**src/lao_pkg.sv**
```systemverilog
package lao_pkg;

	////////////////////////////////////////////////////////////////////////
	// Timing
	localparam int CLK_HZ        = 10_000_000;
	localparam int FLASH_HALF_MS = 250;
	localparam int FLASH_CYCLES  = (CLK_HZ / 1000) * FLASH_HALF_MS;

	////////////////////////////////////////////////////////////////////////
	// Geometry
	localparam int NUM_CH     = 2;
	localparam int NUM_LIM    = 3;
	localparam int NUM_ALARM  = NUM_CH * NUM_LIM;
	localparam int NUM_SW     = NUM_CH * 2;
	localparam int VAL_W      = 16;
	localparam int SCALER_W   = 32;
	localparam int DIGIT_W    = 4;
	localparam logic [2:0] LAST_DIGIT_SHORT = 3'h3;
	localparam logic [2:0] LAST_DIGIT_LONG  = 3'h7;
	localparam logic [2:0] LAST_ALARM       = 3'h5;
	localparam logic [3:0] FILTER_LAST      = 4'h8;

	////////////////////////////////////////////////////////////////////////
	// Values after reset
	localparam logic [VAL_W-1:0]    RST_LIMIT    = 16'h9999;
	localparam logic [SCALER_W-1:0] RST_SCALER   = 32'h00000001;
	localparam logic [VAL_W-1:0]    RST_DIVISOR  = 16'h0001;
	localparam logic [VAL_W-1:0]    RST_DEADBAND = 16'h0000;
	localparam logic [3:0]          RST_FILTER   = 4'h0;
	localparam logic [1:0]          RST_DECPT    = 2'h0;
	localparam logic                RST_LATCH    = 1'b0;
	localparam logic [5:0]          RST_NC       = 6'h00;
	localparam logic                RST_BUZZER   = 1'b1;

	typedef enum logic [3:0] {
		MENU_RUN,
		MENU_FILTER,
		MENU_DECPT,
		MENU_SCALER,
		MENU_DIVISOR,
		MENU_LIMIT,
		MENU_DEADBAND,
		MENU_LATCH,
		MENU_POLARITY,
		MENU_BUZZER
	} lao_menu_t;

	function automatic logic [6:0] lao_filter_value(input logic [3:0] idx);
		case (idx)
			4'h0: lao_filter_value = 7'h01;
			4'h1: lao_filter_value = 7'h02;
			4'h2: lao_filter_value = 7'h04;
			4'h3: lao_filter_value = 7'h06;
			4'h4: lao_filter_value = 7'h0A;
			4'h5: lao_filter_value = 7'h0F;
			4'h6: lao_filter_value = 7'h14;
			4'h7: lao_filter_value = 7'h1E;
			default: lao_filter_value = 7'h3C;
		endcase
	endfunction

endpackage

```
**src/lao_limit_alarm.sv**
```systemverilog
`timescale 1ns/1ps

module lao_limit_alarm #(
	parameter int FLASH_CYCLES = lao_pkg::FLASH_CYCLES
) (
	input  wire logic                         clk,
	input  wire logic                         reset,
	input  wire logic                         ce,
	input  wire logic                         keyUp,
	input  wire logic                         keyDown,
	input  wire logic                         keyNext,
	input  wire logic                         keyData,
	input  wire logic                         keyReset,
	input  wire logic                         keySetup,
	input  wire logic [lao_pkg::VAL_W-1:0]    procVal0,
	input  wire logic [lao_pkg::VAL_W-1:0]    procVal1,
	output logic      [lao_pkg::NUM_SW-1:0]   limitOut,
	output logic      [lao_pkg::NUM_ALARM-1:0] alarmLed,
	output logic                              buzzer,
	output lao_pkg::lao_menu_t                menuItem,
	output logic      [2:0]                   menuSub,
	output logic      [lao_pkg::SCALER_W-1:0] dispValue,
	output logic      [2:0]                   activeDigit,
	output logic                              digitLit,
	output logic                              clearedMsg,
	output logic      [6:0]                   filterValue,
	output logic      [1:0]                   decimalPos,
	output logic      [lao_pkg::SCALER_W-1:0] scalerValue,
	output logic      [lao_pkg::VAL_W-1:0]    divisorValue
);

	localparam int FLASH_W = $clog2(FLASH_CYCLES + 1);
	localparam logic [FLASH_W-1:0] FLASH_LAST = FLASH_W'(FLASH_CYCLES - 1);

	function automatic logic [31:0] stepDigit(input logic [31:0] v,
		input logic [2:0] d, input logic up);
		logic [3:0] nib;
		nib = v[d*4 +: 4];
		stepDigit = v;
		stepDigit[d*4 +: 4] = up ? nib + 4'h1 : nib - 4'h1;
	endfunction

	////////////////////////////////////////////////////////////////////////
	// Key synchronisers and edge detection
	logic [5:0] keySync1_ff;
	logic [5:0] keySync2_ff;
	logic [5:0] keyPrev_ff;
	wire  [5:0] keyRaw = {keySetup, keyReset, keyData, keyNext, keyDown, keyUp};
	wire  [5:0] keyRise = keySync2_ff & ~keyPrev_ff;
	wire        upRise    = keyRise[0];
	wire        downRise  = keyRise[1];
	wire        nextRise  = keyRise[2];
	wire        dataRise  = keyRise[3];
	wire        resetRise = keyRise[4];
	wire        setupRise = keyRise[5];
	wire        dataHeld  = keySync2_ff[3];
	wire        stepKey   = upRise | downRise;

	always_ff @(posedge clk or posedge reset) begin
		if (reset) begin
			keySync1_ff <= 6'h00;
			keySync2_ff <= 6'h00;
			keyPrev_ff  <= 6'h00;
		end else if (ce) begin
			keySync1_ff <= keyRaw;
			keySync2_ff <= keySync1_ff;
			keyPrev_ff  <= keySync2_ff;
		end
	end

	////////////////////////////////////////////////////////////////////////
	// Configuration state
	lao_pkg::lao_menu_t              menu_ff, nxt_menu;
	logic [2:0]                      sub_ff, nxt_sub;
	logic [2:0]                      digit_ff, nxt_digit;
	logic [3:0]                      filter_ff, nxt_filter;
	logic [1:0]                      decpt_ff, nxt_decpt;
	logic [lao_pkg::SCALER_W-1:0]    scaler_ff, nxt_scaler;
	logic [lao_pkg::VAL_W-1:0]       divisor_ff, nxt_divisor;
	logic [lao_pkg::VAL_W-1:0]       deadband_ff, nxt_deadband;
	logic [lao_pkg::VAL_W-1:0]       limits_ff [lao_pkg::NUM_ALARM];
	logic [lao_pkg::VAL_W-1:0]       nxt_limits [lao_pkg::NUM_ALARM];
	logic                            latch_ff, nxt_latch;
	logic [lao_pkg::NUM_ALARM-1:0]   nc_ff, nxt_nc;
	logic                            buzzerOn_ff, nxt_buzzerOn;

	wire inSetup  = menu_ff != lao_pkg::MENU_RUN;
	wire hasSub   = (menu_ff == lao_pkg::MENU_LIMIT) ||
	                (menu_ff == lao_pkg::MENU_POLARITY);
	wire [2:0] lastDigit = (menu_ff == lao_pkg::MENU_SCALER) ?
	                       lao_pkg::LAST_DIGIT_LONG : lao_pkg::LAST_DIGIT_SHORT;

	// Value under digit edit for the current menu item
	wire [31:0] editVal =
		(menu_ff == lao_pkg::MENU_SCALER)   ? scaler_ff :
		(menu_ff == lao_pkg::MENU_DIVISOR)  ? {16'h0000, divisor_ff} :
		(menu_ff == lao_pkg::MENU_DEADBAND) ? {16'h0000, deadband_ff} :
		{16'h0000, limits_ff[sub_ff]};
	wire [31:0] steppedVal = stepDigit(editVal, digit_ff, upRise);

	always_comb begin
		nxt_menu     = menu_ff;
		nxt_sub      = sub_ff;
		nxt_digit    = digit_ff;
		nxt_filter   = filter_ff;
		nxt_decpt    = decpt_ff;
		nxt_scaler   = scaler_ff;
		nxt_divisor  = divisor_ff;
		nxt_deadband = deadband_ff;
		nxt_limits   = limits_ff;
		nxt_latch    = latch_ff;
		nxt_nc       = nc_ff;
		nxt_buzzerOn = buzzerOn_ff;
		if (setupRise) begin
			nxt_menu  = inSetup ? lao_pkg::MENU_RUN : lao_pkg::MENU_FILTER;
			nxt_sub   = 3'h0;
			nxt_digit = 3'h0;
		end else if (inSetup && dataRise) begin
			nxt_digit = 3'h0;
			if (hasSub && sub_ff != lao_pkg::LAST_ALARM) begin
				nxt_sub = sub_ff + 3'h1;
			end else begin
				nxt_sub = 3'h0;
				case (menu_ff)
					lao_pkg::MENU_FILTER:   nxt_menu = lao_pkg::MENU_DECPT;
					lao_pkg::MENU_DECPT:    nxt_menu = lao_pkg::MENU_SCALER;
					lao_pkg::MENU_SCALER:   nxt_menu = lao_pkg::MENU_DIVISOR;
					lao_pkg::MENU_DIVISOR:  nxt_menu = lao_pkg::MENU_LIMIT;
					lao_pkg::MENU_LIMIT:    nxt_menu = lao_pkg::MENU_DEADBAND;
					lao_pkg::MENU_DEADBAND: nxt_menu = lao_pkg::MENU_LATCH;
					lao_pkg::MENU_LATCH:    nxt_menu = lao_pkg::MENU_POLARITY;
					lao_pkg::MENU_POLARITY: nxt_menu = lao_pkg::MENU_BUZZER;
					default:                nxt_menu = lao_pkg::MENU_FILTER;
				endcase
			end
		end else if (inSetup && nextRise) begin
			nxt_digit = (digit_ff >= lastDigit) ? 3'h0 : digit_ff + 3'h1;
		end else if (inSetup && stepKey) begin
			case (menu_ff)
				lao_pkg::MENU_FILTER: begin
					if (upRise)
						nxt_filter = (filter_ff == lao_pkg::FILTER_LAST) ?
						             4'h0 : filter_ff + 4'h1;
					else
						nxt_filter = (filter_ff == 4'h0) ?
						             lao_pkg::FILTER_LAST : filter_ff - 4'h1;
				end
				lao_pkg::MENU_DECPT: begin
					nxt_decpt = upRise ? decpt_ff + 2'h1 : decpt_ff - 2'h1;
				end
				lao_pkg::MENU_SCALER:   nxt_scaler = steppedVal;
				lao_pkg::MENU_DIVISOR:  nxt_divisor = steppedVal[15:0];
				lao_pkg::MENU_LIMIT:    nxt_limits[sub_ff] = steppedVal[15:0];
				lao_pkg::MENU_DEADBAND: nxt_deadband = steppedVal[15:0];
				lao_pkg::MENU_LATCH:    nxt_latch = ~latch_ff;
				lao_pkg::MENU_POLARITY: nxt_nc[sub_ff] = ~nc_ff[sub_ff];
				lao_pkg::MENU_BUZZER:   nxt_buzzerOn = ~buzzerOn_ff;
				default: ;
			endcase
		end
	end

	always_ff @(posedge clk or posedge reset) begin
		if (reset) begin
			menu_ff     <= lao_pkg::MENU_RUN;
			sub_ff      <= 3'h0;
			digit_ff    <= 3'h0;
			filter_ff   <= lao_pkg::RST_FILTER;
			decpt_ff    <= lao_pkg::RST_DECPT;
			scaler_ff   <= lao_pkg::RST_SCALER;
			divisor_ff  <= lao_pkg::RST_DIVISOR;
			deadband_ff <= lao_pkg::RST_DEADBAND;
			for (int i = 0; i < lao_pkg::NUM_ALARM; i++)
				limits_ff[i] <= lao_pkg::RST_LIMIT;
			latch_ff    <= lao_pkg::RST_LATCH;
			nc_ff       <= lao_pkg::RST_NC;
			buzzerOn_ff <= lao_pkg::RST_BUZZER;
		end else if (ce) begin
			menu_ff     <= nxt_menu;
			sub_ff      <= nxt_sub;
			digit_ff    <= nxt_digit;
			filter_ff   <= nxt_filter;
			decpt_ff    <= nxt_decpt;
			scaler_ff   <= nxt_scaler;
			divisor_ff  <= nxt_divisor;
			deadband_ff <= nxt_deadband;
			limits_ff   <= nxt_limits;
			latch_ff    <= nxt_latch;
			nc_ff       <= nxt_nc;
			buzzerOn_ff <= nxt_buzzerOn;
		end
	end

	////////////////////////////////////////////////////////////////////////
	// Alarm comparison and release
	logic [lao_pkg::NUM_ALARM-1:0] alarm_ff;
	logic [lao_pkg::NUM_ALARM-1:0] nxt_alarm;
	logic [2:0]                    runSel_ff;
	logic                          cleared_ff;
	wire  [lao_pkg::NUM_ALARM-1:0] overLimit;
	wire  [lao_pkg::NUM_ALARM-1:0] belowLimit;
	wire  [lao_pkg::NUM_ALARM-1:0] belowBand;

	// Reset keys only count in run mode with latching on and Data held
	wire manualReq = !inSetup && latch_ff && dataHeld && resetRise;
	wire manualOk  = manualReq && belowLimit[runSel_ff];

	for (genvar a = 0; a < lao_pkg::NUM_ALARM; a++) begin : g_alarm
		wire [lao_pkg::VAL_W-1:0] pv = (a < lao_pkg::NUM_LIM) ?
		                               procVal0 : procVal1;
		assign overLimit[a]  = pv > limits_ff[a];
		assign belowLimit[a] = pv < limits_ff[a];
		// Widened sum keeps a large deadband from wrapping
		assign belowBand[a]  = ({1'b0, pv} + {1'b0, deadband_ff}) <
		                       {1'b0, limits_ff[a]};
		always_comb begin
			nxt_alarm[a] = alarm_ff[a];
			if (overLimit[a])
				nxt_alarm[a] = 1'b1;
			else if (latch_ff) begin
				if (manualOk && runSel_ff == 3'(a))
					nxt_alarm[a] = 1'b0;
			end else if (belowBand[a])
				nxt_alarm[a] = 1'b0;
		end
	end

	always_ff @(posedge clk or posedge reset) begin
		if (reset) begin
			alarm_ff   <= '0;
			runSel_ff  <= 3'h0;
			cleared_ff <= 1'b0;
		end else if (ce) begin
			alarm_ff <= nxt_alarm;
			if (!inSetup && dataRise)
				runSel_ff <= (runSel_ff == lao_pkg::LAST_ALARM) ?
				             3'h0 : runSel_ff + 3'h1;
			if (manualOk)
				cleared_ff <= 1'b1;
			else if (dataRise || setupRise)
				cleared_ff <= 1'b0;
		end
	end

	////////////////////////////////////////////////////////////////////////
	// Outputs and display
	logic [FLASH_W-1:0] flashCnt_ff;
	logic               flash_ff;
	wire  [3:0]         switchNext;
	wire  [31:0]        showVal =
		!inSetup                           ? {16'h0000, limits_ff[runSel_ff]} :
		(menu_ff == lao_pkg::MENU_FILTER)  ? {25'h0, lao_pkg::lao_filter_value(filter_ff)} :
		(menu_ff == lao_pkg::MENU_DECPT)   ? {30'h0, decpt_ff} :
		(menu_ff == lao_pkg::MENU_LATCH)   ? {31'h0, latch_ff} :
		(menu_ff == lao_pkg::MENU_POLARITY) ? {31'h0, nc_ff[sub_ff]} :
		(menu_ff == lao_pkg::MENU_BUZZER)  ? {31'h0, buzzerOn_ff} :
		editVal;

	// Third limit of each channel has no switched output
	for (genvar s = 0; s < lao_pkg::NUM_SW; s++) begin : g_switch
		localparam int A = (s / 2) * lao_pkg::NUM_LIM + (s % 2);
		assign switchNext[s] = alarm_ff[A] ^ nc_ff[A];
	end

	always_ff @(posedge clk or posedge reset) begin
		if (reset) begin
			flashCnt_ff <= '0;
			flash_ff    <= 1'b1;
			limitOut    <= '0;
			alarmLed    <= '0;
			buzzer      <= 1'b0;
			dispValue   <= '0;
			filterValue <= 7'h01;
			decimalPos  <= 2'h0;
			scalerValue <= '0;
			divisorValue <= '0;
		end else if (ce) begin
			flashCnt_ff <= (flashCnt_ff == FLASH_LAST) ? '0 : flashCnt_ff + 1'b1;
			if (flashCnt_ff == FLASH_LAST)
				flash_ff <= ~flash_ff;
			limitOut    <= switchNext;
			alarmLed    <= alarm_ff;
			buzzer      <= buzzerOn_ff &&
			               (alarm_ff[2] || alarm_ff[5]);
			dispValue   <= showVal;
			filterValue <= lao_pkg::lao_filter_value(filter_ff);
			decimalPos  <= decpt_ff;
			scalerValue <= scaler_ff;
			divisorValue <= divisor_ff;
		end
	end

	assign menuItem    = menu_ff;
	assign menuSub     = inSetup ? sub_ff : runSel_ff;
	assign activeDigit = digit_ff;
	assign digitLit    = flash_ff;
	assign clearedMsg  = cleared_ff;

endmodule

```
**config.mk**
```make
export PLATFORM = sky130hd
export DESIGN_NAME = lao_limit_alarm
export DESIGN_NICKNAME = d
export VERILOG_FILES = /design/src/lao_pkg.sv /design/src/lao_limit_alarm.sv
export SDC_FILE = /design/constraint.sdc
export NUM_CORES = 1
export LEC_CHECK = 0
export BUFFER_PORTS_ARGS = -buffer_cell sky130_fd_sc_hd__buf_2
export CORE_ASPECT_RATIO = 1.2
export CORE_UTILIZATION = 62
export DETAILED_ROUTE_END_ITERATION = 7
export GPL_TIMING_DRIVEN = 0
export PLACE_DENSITY = 0.87
export SLEW_MARGIN = 20
export SYNTH_ARGS = -nofsm -noshare
export SYNTH_HDL_FRONTEND = slang
export SYNTH_SLANG_ARGS = --single-unit
```
**constraint.sdc**
```tcl
create_clock -name clk -period 11.1 [get_ports clk]
set_input_delay 1.11 -clock clk [delete_from_list [all_inputs] [get_ports clk]]
set_output_delay 1.11 -clock clk [all_outputs]
set_load 0.005 [all_outputs]
```
Yosys cells after proc, flatten, opt, wreduce, memory -nomap -nowiden
Memories as Yosys holds them, arrays and structs flattened.
Cells that the tools add are included.

word-level totals
  bits in latches = 0
  word-level logic and storage cells = 251
  memory bits (read-only) = 144
  flip-flop bits (word level) = 335
  input bits = 41
  memories = 3
  bits in writable memories = 0

cells by class
  shift operators = 3
  bitwise operators = 16
  equal/unequal tests = 24
  reductions and logical operators = 55
  add/sub/neg operators = 13
  $mul = 0
  $lt $le $gt $ge = 25
  div/mod/pow operators = 0
  mux-type cells = 74

memories
  memory           words  bits a word  rd ports  clocked after Yosys merged registers in  write ports  line                    text
  (no name shown)  16     4            1         0                                        0            lao_limit_alarm.sv:124  case (menu_ff)
  (no name shown)  8      5            1         0                                        0            lao_pkg.sv:49           case (idx)
  (no name shown)  8      5            1         0                                        0            lao_pkg.sv:49

operator list
  kind                                                    count
  two-way mux 32 bit                                      7
  two-way mux 16 bit                                      7
  less-than comparator 17 x 16 -> 1 bit                   6
  binary-select mux 16 bit (select 3 bit)                 2
  bitwise mux 96 bit                                      1
  > comparator 16 bit                                     6
  less-than comparator 16 bit                             6
  AND reduction 6 bit                                     9
  demux 16 bit (select 3 bit)                             1
  adder 16 x 16 -> 17 bit                                 2
  negator 5 -> 34 bit                                     1
  variable shift 4 x 34 -> 32 bit (first input constant)  1
  variable part select 4 x 34 -> 32 bit                   1
  bitwise mux 32 bit                                      1
  variable part select 32 x 6 -> 4 bit                    1
  two-way mux 1 bit                                       30
  two-way mux 3 bit                                       10
  two-way mux 4 bit                                       7
  adder 22 x 1 -> 22 bit (second input constant)          1
  == test 22 bit (second input constant)                  1
  two-way mux 22 bit                                      1
  AND reduction 3 bit                                     7
  nonzero test 3 bit                                      7
  logical AND 1 bit                                       18
  other kinds (38)                                        76

Depth between registers and ports, before layout
  depth in word-level cells = 13
  depth in mapped cells = 21
  mapped depth without buffers = 20

Worst setup path after synthesis
Ideal clock, no wire load.

  path type = input to register
  from = input port procVal1[0] (netlist bit)
  to = register alarm_ff[5] (netlist bit)
  path buffers = 0
  stages = 19
  slack = 6.713 ns
  library setup time = 0.145 ns
  required time = 10.955 ns
  arrival time = 4.242 ns
  cells stage by stage = ha_1 > inv_1 > fa_1 > nor2b_1 > o21ai_0 > a21boi_0 > o31ai_1 > nand2b_1 > a21oi_1 > o21bai_1 > a21oi_1 > xnor2_1 > ha_1 > a21oi_1 > a21boi_0 > a211o_1 > a21o_1 > a2111oi_0 > o211ai_1

on the way
  longest elaborated chain between the ends = 7
  elaborated cells on any way between the ends = 14
  classes of those cells = add/sub: 1; order compare: 5; eq/ne: 1; mux: 3; reduce/logical: 4

RTL lines
  item                                                                             line                    text
  from (decl)                                                                      lao_limit_alarm.sv:16   input wire logic [lao_pkg::VAL_W-1:0] procVal1,
  parallel branches: the longest is 7 deep, another holds adder 16 x 16 -> 17 bit  n/a
  to (signal assigned)                                                             lao_limit_alarm.sv:234  alarm_ff <= nxt_alarm;
  to (decl)                                                                        lao_limit_alarm.sv:196  logic [lao_pkg::NUM_ALARM-1:0] alarm_ff;

Several ways; the timed one is not identified. The select of a mux whose other input is x is not followed.
A chain may end at the register's enable or synchronous reset.

Final worst setup path
  from = register menu_ff[0], in the netlist menuItem[0]
  to = register divisor_ff[14] (netlist bit)

on the way
  longest elaborated chain between the ends = 9
  elaborated cells on any way between the ends = 19
  classes of those cells = add/sub: 2; eq/ne: 3; shift: 2; mux: 5; bitwise: 2; reduce/logical: 5

RTL lines
  item                                                               line                    text
  from (decl)                                                        lao_limit_alarm.sv:73   lao_pkg::lao_menu_t menu_ff, nxt_menu;
  from (signal assigned)                                             lao_limit_alarm.sv:165  menu_ff <= lao_pkg::MENU_RUN;
  from (signal assigned)                                             lao_limit_alarm.sv:179  menu_ff <= nxt_menu;
  == test 4 x 3 -> 1 bit                                             lao_limit_alarm.sv:97   (menu_ff == lao_pkg::MENU_DEADBAND) ? {16'h0000, deadband_ff} :
  two-way mux 16 bit                                                 lao_limit_alarm.sv:97
  two-way mux 16 bit                                                 lao_limit_alarm.sv:96   (menu_ff == lao_pkg::MENU_DIVISOR) ? {16'h0000, divisor_ff} :
  two-way mux 32 bit                                                 lao_limit_alarm.sv:95   (menu_ff == lao_pkg::MENU_SCALER) ? scaler_ff :
  variable part select 32 x 6 -> 4 bit                               lao_limit_alarm.sv:38   nib = v[d*4 +: 4];
  subtractor 4 x 1 -> 4 bit or adder 4 x 1 -> 4 bit (tied branches)  lao_limit_alarm.sv:40   stepDigit[d*4 +: 4] = up ? nib + 4'h1 : nib - 4'h1;
  two-way mux 4 bit                                                  lao_limit_alarm.sv:40
  variable part select 4 x 34 -> 32 bit                              lao_limit_alarm.sv:40
  bitwise mux 32 bit                                                 lao_limit_alarm.sv:40
  to (signal assigned)                                               lao_limit_alarm.sv:171  divisor_ff <= lao_pkg::RST_DIVISOR;
  to (signal assigned)                                               lao_limit_alarm.sv:185  divisor_ff <= nxt_divisor;
  to (decl)                                                          lao_limit_alarm.sv:79   logic [lao_pkg::VAL_W-1:0] divisor_ff, nxt_divisor;

Parallel ways exist; a longest one is shown, timed or not.

==> impl_results.md <==
* GPL Wtd Cong at 1.05
* Critical path start-end classification: flip-flop to flip-flop
* Initial standard-cell utilization of the core at 62.8%
* Clock slew at the register clock pins of the worst setup and hold paths at approximately 0.070 ns
* Delay of the slowest cell on the worst path at 1.01 ns
* Async set-reset flop share out of synthesis at 100%
* FF+latch area at ~0.0084 mm^2
* Met1 track demand over resource in global routing at between 50 and 60%
* Overall routed net length at between 90000 and 100000 um
* Via count of the first global-routing pass at around 22000
* Antenna-violating nets left at 0
* Post-synthesis register bit count at 334
* Number of inserted filler cells in the final layout at ~2700
* Sum of internal, switching and leakage power at 5350 uW
* X dimension of the die at ~180 um
* Wire length of the first global-routing pass at roughly 140000 um
* Number of antenna violations at the first check in global routing at 4
* Worst setup SP type: flip-flop
* Maximum fanout along the worst path at 10
* Setup crit start: menuItem[0]$_DFFE_PP0P_
* Area of the mapped netlist at approximately 0.023 mm^2
* Arrival time at the worst endpoint at between 7 and 8 ns
* Number of remaining DRC errors at 0
* Area of the core at 0.0368 mm^2
* Area added between synthesis and finish at 11.9%
* Final Net Count at 2980
* Initial DRC count at 2923
* M3 GR Usage at about 15%
* Power per cell area at slightly above 200 mW/mm^2
* HPWL Detailed at around 73000 um
* Ys Warns at 0
* CTS tree: yes
* TritonCTS sink count at approximately 330
* Routing layer with the top usage in global route: met2
* Fraction of the core area covered by cells at the end of the flow at 70.3%
* Pin count of the biggest net entering global routing at 112
* GRT Util Overall at between 50% and 60%
* First-pass iteration count of the detailed router at 8
* Class of the tightest hold or removal check: input port to asynchronous set/reset pin
* Number of synthesized flops with an enable pin at 0
* Filler-free cell count of the finished design at approximately 3200
* Run status: finished clean
* Met2 track demand over resource at 78.1%
* Count of buffers inserted at the top-level ports at 150
* Cells after synthesis at 2505
* Number of gates given a new drive strength after cts at 0
* Root buffer cell: sky130_fd_sc_hd__clkbuf_16
* Crit path cell chain: inv_1 -> ha_1 -> buf_2 -> buf_1 -> nand2_1 -> nor2_1 -> clkbuf_1 -> nand2_1 -> a31oi_1 -> a211oi_1 -> a211oi_1 -> fa_1 -> xnor2_1 -> nor3_1 -> a21oi_2 -> o21ai_0
* Multi-input logic area at between 0.01 and 0.015 mm^2
* Clock H-tree levels at 2
* Share of layout cells above drive strength 1 at approximately 17%
* Area of the die at about 0.038 mm^2
* Y dimension of the die at approximately 210 um
* Unrepaired setup endpoints after global routing: false
* F_max at ~150 MHz
* Clock buffers created by TritonCTS at 35
* Overall overflow remaining after global route at 0
* Maxcap violations at 0
* Clock period minus final worst setup slack at 6.81 ns
* Fin Clk Skew at around 0.05 ns
* Via Count at between 20000 and 25000
* Distinct cell type count of the synthesized netlist at 95
* Post-route fraction of the period consumed by the critical path at about three fifths
* Highest ir drop seen on vdd at 206 uV
* Type of element capturing the critical path: flip-flop
* Number of cells after detailed placement at ~3100
* Cell family contributing the most delay on the critical path: compound AO/OA/AOI/OAI gates
* Worst slew margin relative to its limit at approximately 15%
* Final number of setup-violating endpoints at 0
* CTS Buffer Depth at 3
* Via density per instance at approximately 7.1
* Detail-routed net length per standard cell at ~30 um
* I/O pin count at around 150
* Number of nets produced by synthesis at around 2800
* Leakage power at about 0.011 uW
* Std-Cell Rows at 77
* Sequential fraction of the synthesis area at a little over a third
* Final Hold Viols at 0
* Buffers inserted by post-CTS timing repair at 0
* Hold_ws at 0.455 ns
* Syn avg cell area at 9.23 um^2
* Reg2Reg Launch Point: menuItem[0]$_DFFE_PP0P_
* Clock Latency Late Sink at between 0.5 and 0.6 ns
* Crit-path slowest cell: sky130_fd_sc_hd__a31oi_1
* Required time of the critical path at around 11 ns
* Worst-margin pin slew at between 1 and 1.5 ns
* Setup Total Neg Slack at 0 ns
* CTS Hold Buffers Added at 0
* Max-slew violation count at 0
* Sum of buffers and inverters on the critical path at 4
* Most used DFF post-synth: sky130_fd_sc_hd__dfrtp_1
==> cell families after synthesis <==
family | synth area share (%)
and+or+nand+nor | 16.0
DFF | 36.4
buffers and inverters | 5.38
xor gates and xnor gates | 2.35
muxes | 8.57
other | 0.0162
AOI/OAI and AO/OA | 18.1
adders and majority gates | 13.1
==> final timing paths <==
path                                         endpoint  depth (start not counted)  slack, ns
setup / recovery           divisor_ff[14]$_DFFE_PP0P_                         16       4.29
hold reg to reg             limits_ff[84]$_DFFE_PP1P_                          2       0.49
min in group clk            limits_ff[84]$_DFFE_PP1P_                          2       0.49
setup reg to reg           divisor_ff[14]$_DFFE_PP0P_                         16       4.29
hold / removal               dispValue[3]$_DFFE_PP0P_                          2       0.45
max in group asynchronous    limits_ff[1]$_DFFE_PP0P_                          3       9.81
==> cell usage in the layout, fill, tap and decap left out, types with 19 or more instances in the layout <==
| cell | instances |
|---|---|
| sky130_fd_sc_hd__buf_2 | 172 |
| sky130_fd_sc_hd__dfstp_2 | 53 |
| sky130_fd_sc_hd__dfrtp_1 | 281 |
| sky130_fd_sc_hd__clkbuf_16 | 35 |
| sky130_fd_sc_hd__a21oi_1 | 122 |
| sky130_fd_sc_hd__inv_1 | 155 |
| sky130_fd_sc_hd__nor4_1 | 45 |
| sky130_fd_sc_hd__nand4_1 | 44 |
| sky130_fd_sc_hd__xnor2_1 | 45 |
| sky130_fd_sc_hd__clkbuf_1 | 96 |
| sky130_fd_sc_hd__or4_1 | 19 |
| sky130_fd_sc_hd__nor2b_1 | 35 |
| sky130_fd_sc_hd__nand2_1 | 275 |
| sky130_fd_sc_hd__mux2_2 | 93 |
| sky130_fd_sc_hd__mux4_2 | 24 |
| sky130_fd_sc_hd__nand2b_1 | 28 |
| sky130_fd_sc_hd__a211oi_1 | 25 |
| sky130_fd_sc_hd__ha_1 | 237 |
| sky130_fd_sc_hd__or3_1 | 29 |
| sky130_fd_sc_hd__mux2i_1 | 35 |
| sky130_fd_sc_hd__a21o_1 | 55 |
| sky130_fd_sc_hd__o21ai_0 | 248 |
| sky130_fd_sc_hd__nor2_1 | 127 |
| sky130_fd_sc_hd__nor3_1 | 30 |
| sky130_fd_sc_hd__o211ai_1 | 24 |
| sky130_fd_sc_hd__nand3_1 | 73 |
==> sequential cells by signal, summed over array words and instances (netlist names), 3 cells and up <==
name / count
activeDigit: 3
alarmLed: 6
alarm_ff: 6
deadband_ff: 16
dispValue: 32
divisorValue: 16
divisor_ff: 16
filterValue: 6
filter_ff: 4
flashCnt_ff: 22
keyPrev_ff: 6
keySync1_ff: 6
keySync2_ff: 6
limitOut: 4
limits_ff: 96
menuItem: 4
nc_ff: 6
runSel_ff: 3
scalerValue: 32
scaler_ff: 32
sub_ff: 3
==> cell usage after synthesis (all sizes together) (14+ instances only) <==
| cell type | count | area (um^2) |
|---|---|---|
| nor3 | 32 | 165 |
| o22ai | 14 | 87.6 |
| mux2 | 93 | 1050 |
| nand3 | 73 | 365 |
| xnor2 | 47 | 438 |
| or4 | 19 | 143 |
| a22oi | 18 | 135 |
| o21a | 15 | 113 |
| mux4 | 24 | 541 |
| dfrtp | 281 | 7030 |
| a211oi | 26 | 200 |
| nor4 | 46 | 303 |
| dfstp | 53 | 1390 |
| a21o | 55 | 413 |
| nand4 | 44 | 275 |
| nor2b | 35 | 219 |
| or3 | 29 | 181 |
| nand2b | 28 | 175 |
| a21oi | 131 | 663 |
| clkbuf | 93 | 349 |
| a2111oi | 16 | 154 |
| nand2 | 275 | 1030 |
| ha | 237 | 2970 |
| inv | 159 | 597 |
| buf | 45 | 290 |
| a31oi | 15 | 109 |
| mux2i | 38 | 393 |
| o211ai | 24 | 180 |
| o21ai | 252 | 1260 |
| nor2 | 129 | 492 |
==> metrics by stage <==
stage	setup slack [ns]	cell area (um^2)
6_report	4.29	25900
5_1_grt	4.31	25800
4_1_cts	4.87	25800
3_5_place_dp	4.98	24600
3_3_place_gp	-2.15	24500
2_1_floorplan	0.825	23100
==> per-layer routing <==
metal | vias up | share of wire (%)
met2 | 1796 | 44
li1 | 9500 | -
met1 | 10800 | 34
met5 | - | 0.027
met3 | 597 | 11
met4 | 4 | 11
==> report_power, final <==
| group | switching [uW] | internal, uW |
|---|---|---|
| registers | 205 | 1410 |
| logic | 1720 | 774 |
| clock network | 550 | 696 |
==> area by class of cell <==
class / instances / share of cell area [%]
Multi-Input combinational cell: 1872 / 52.2
Sequential cell: 334 / 32.6
Clock buffer: 43 / 3.70
Timing Repair Buffer: 157 / 3.40
Buffer: 138 / 2.47
Inverter: 161 / 2.37
Tap cell: 474 / 2.29
Clock inverter: 21 / 0.948
Antenna cell: 3 / 0.0290
No activity file was read; power rests on OpenSTA's default activity.
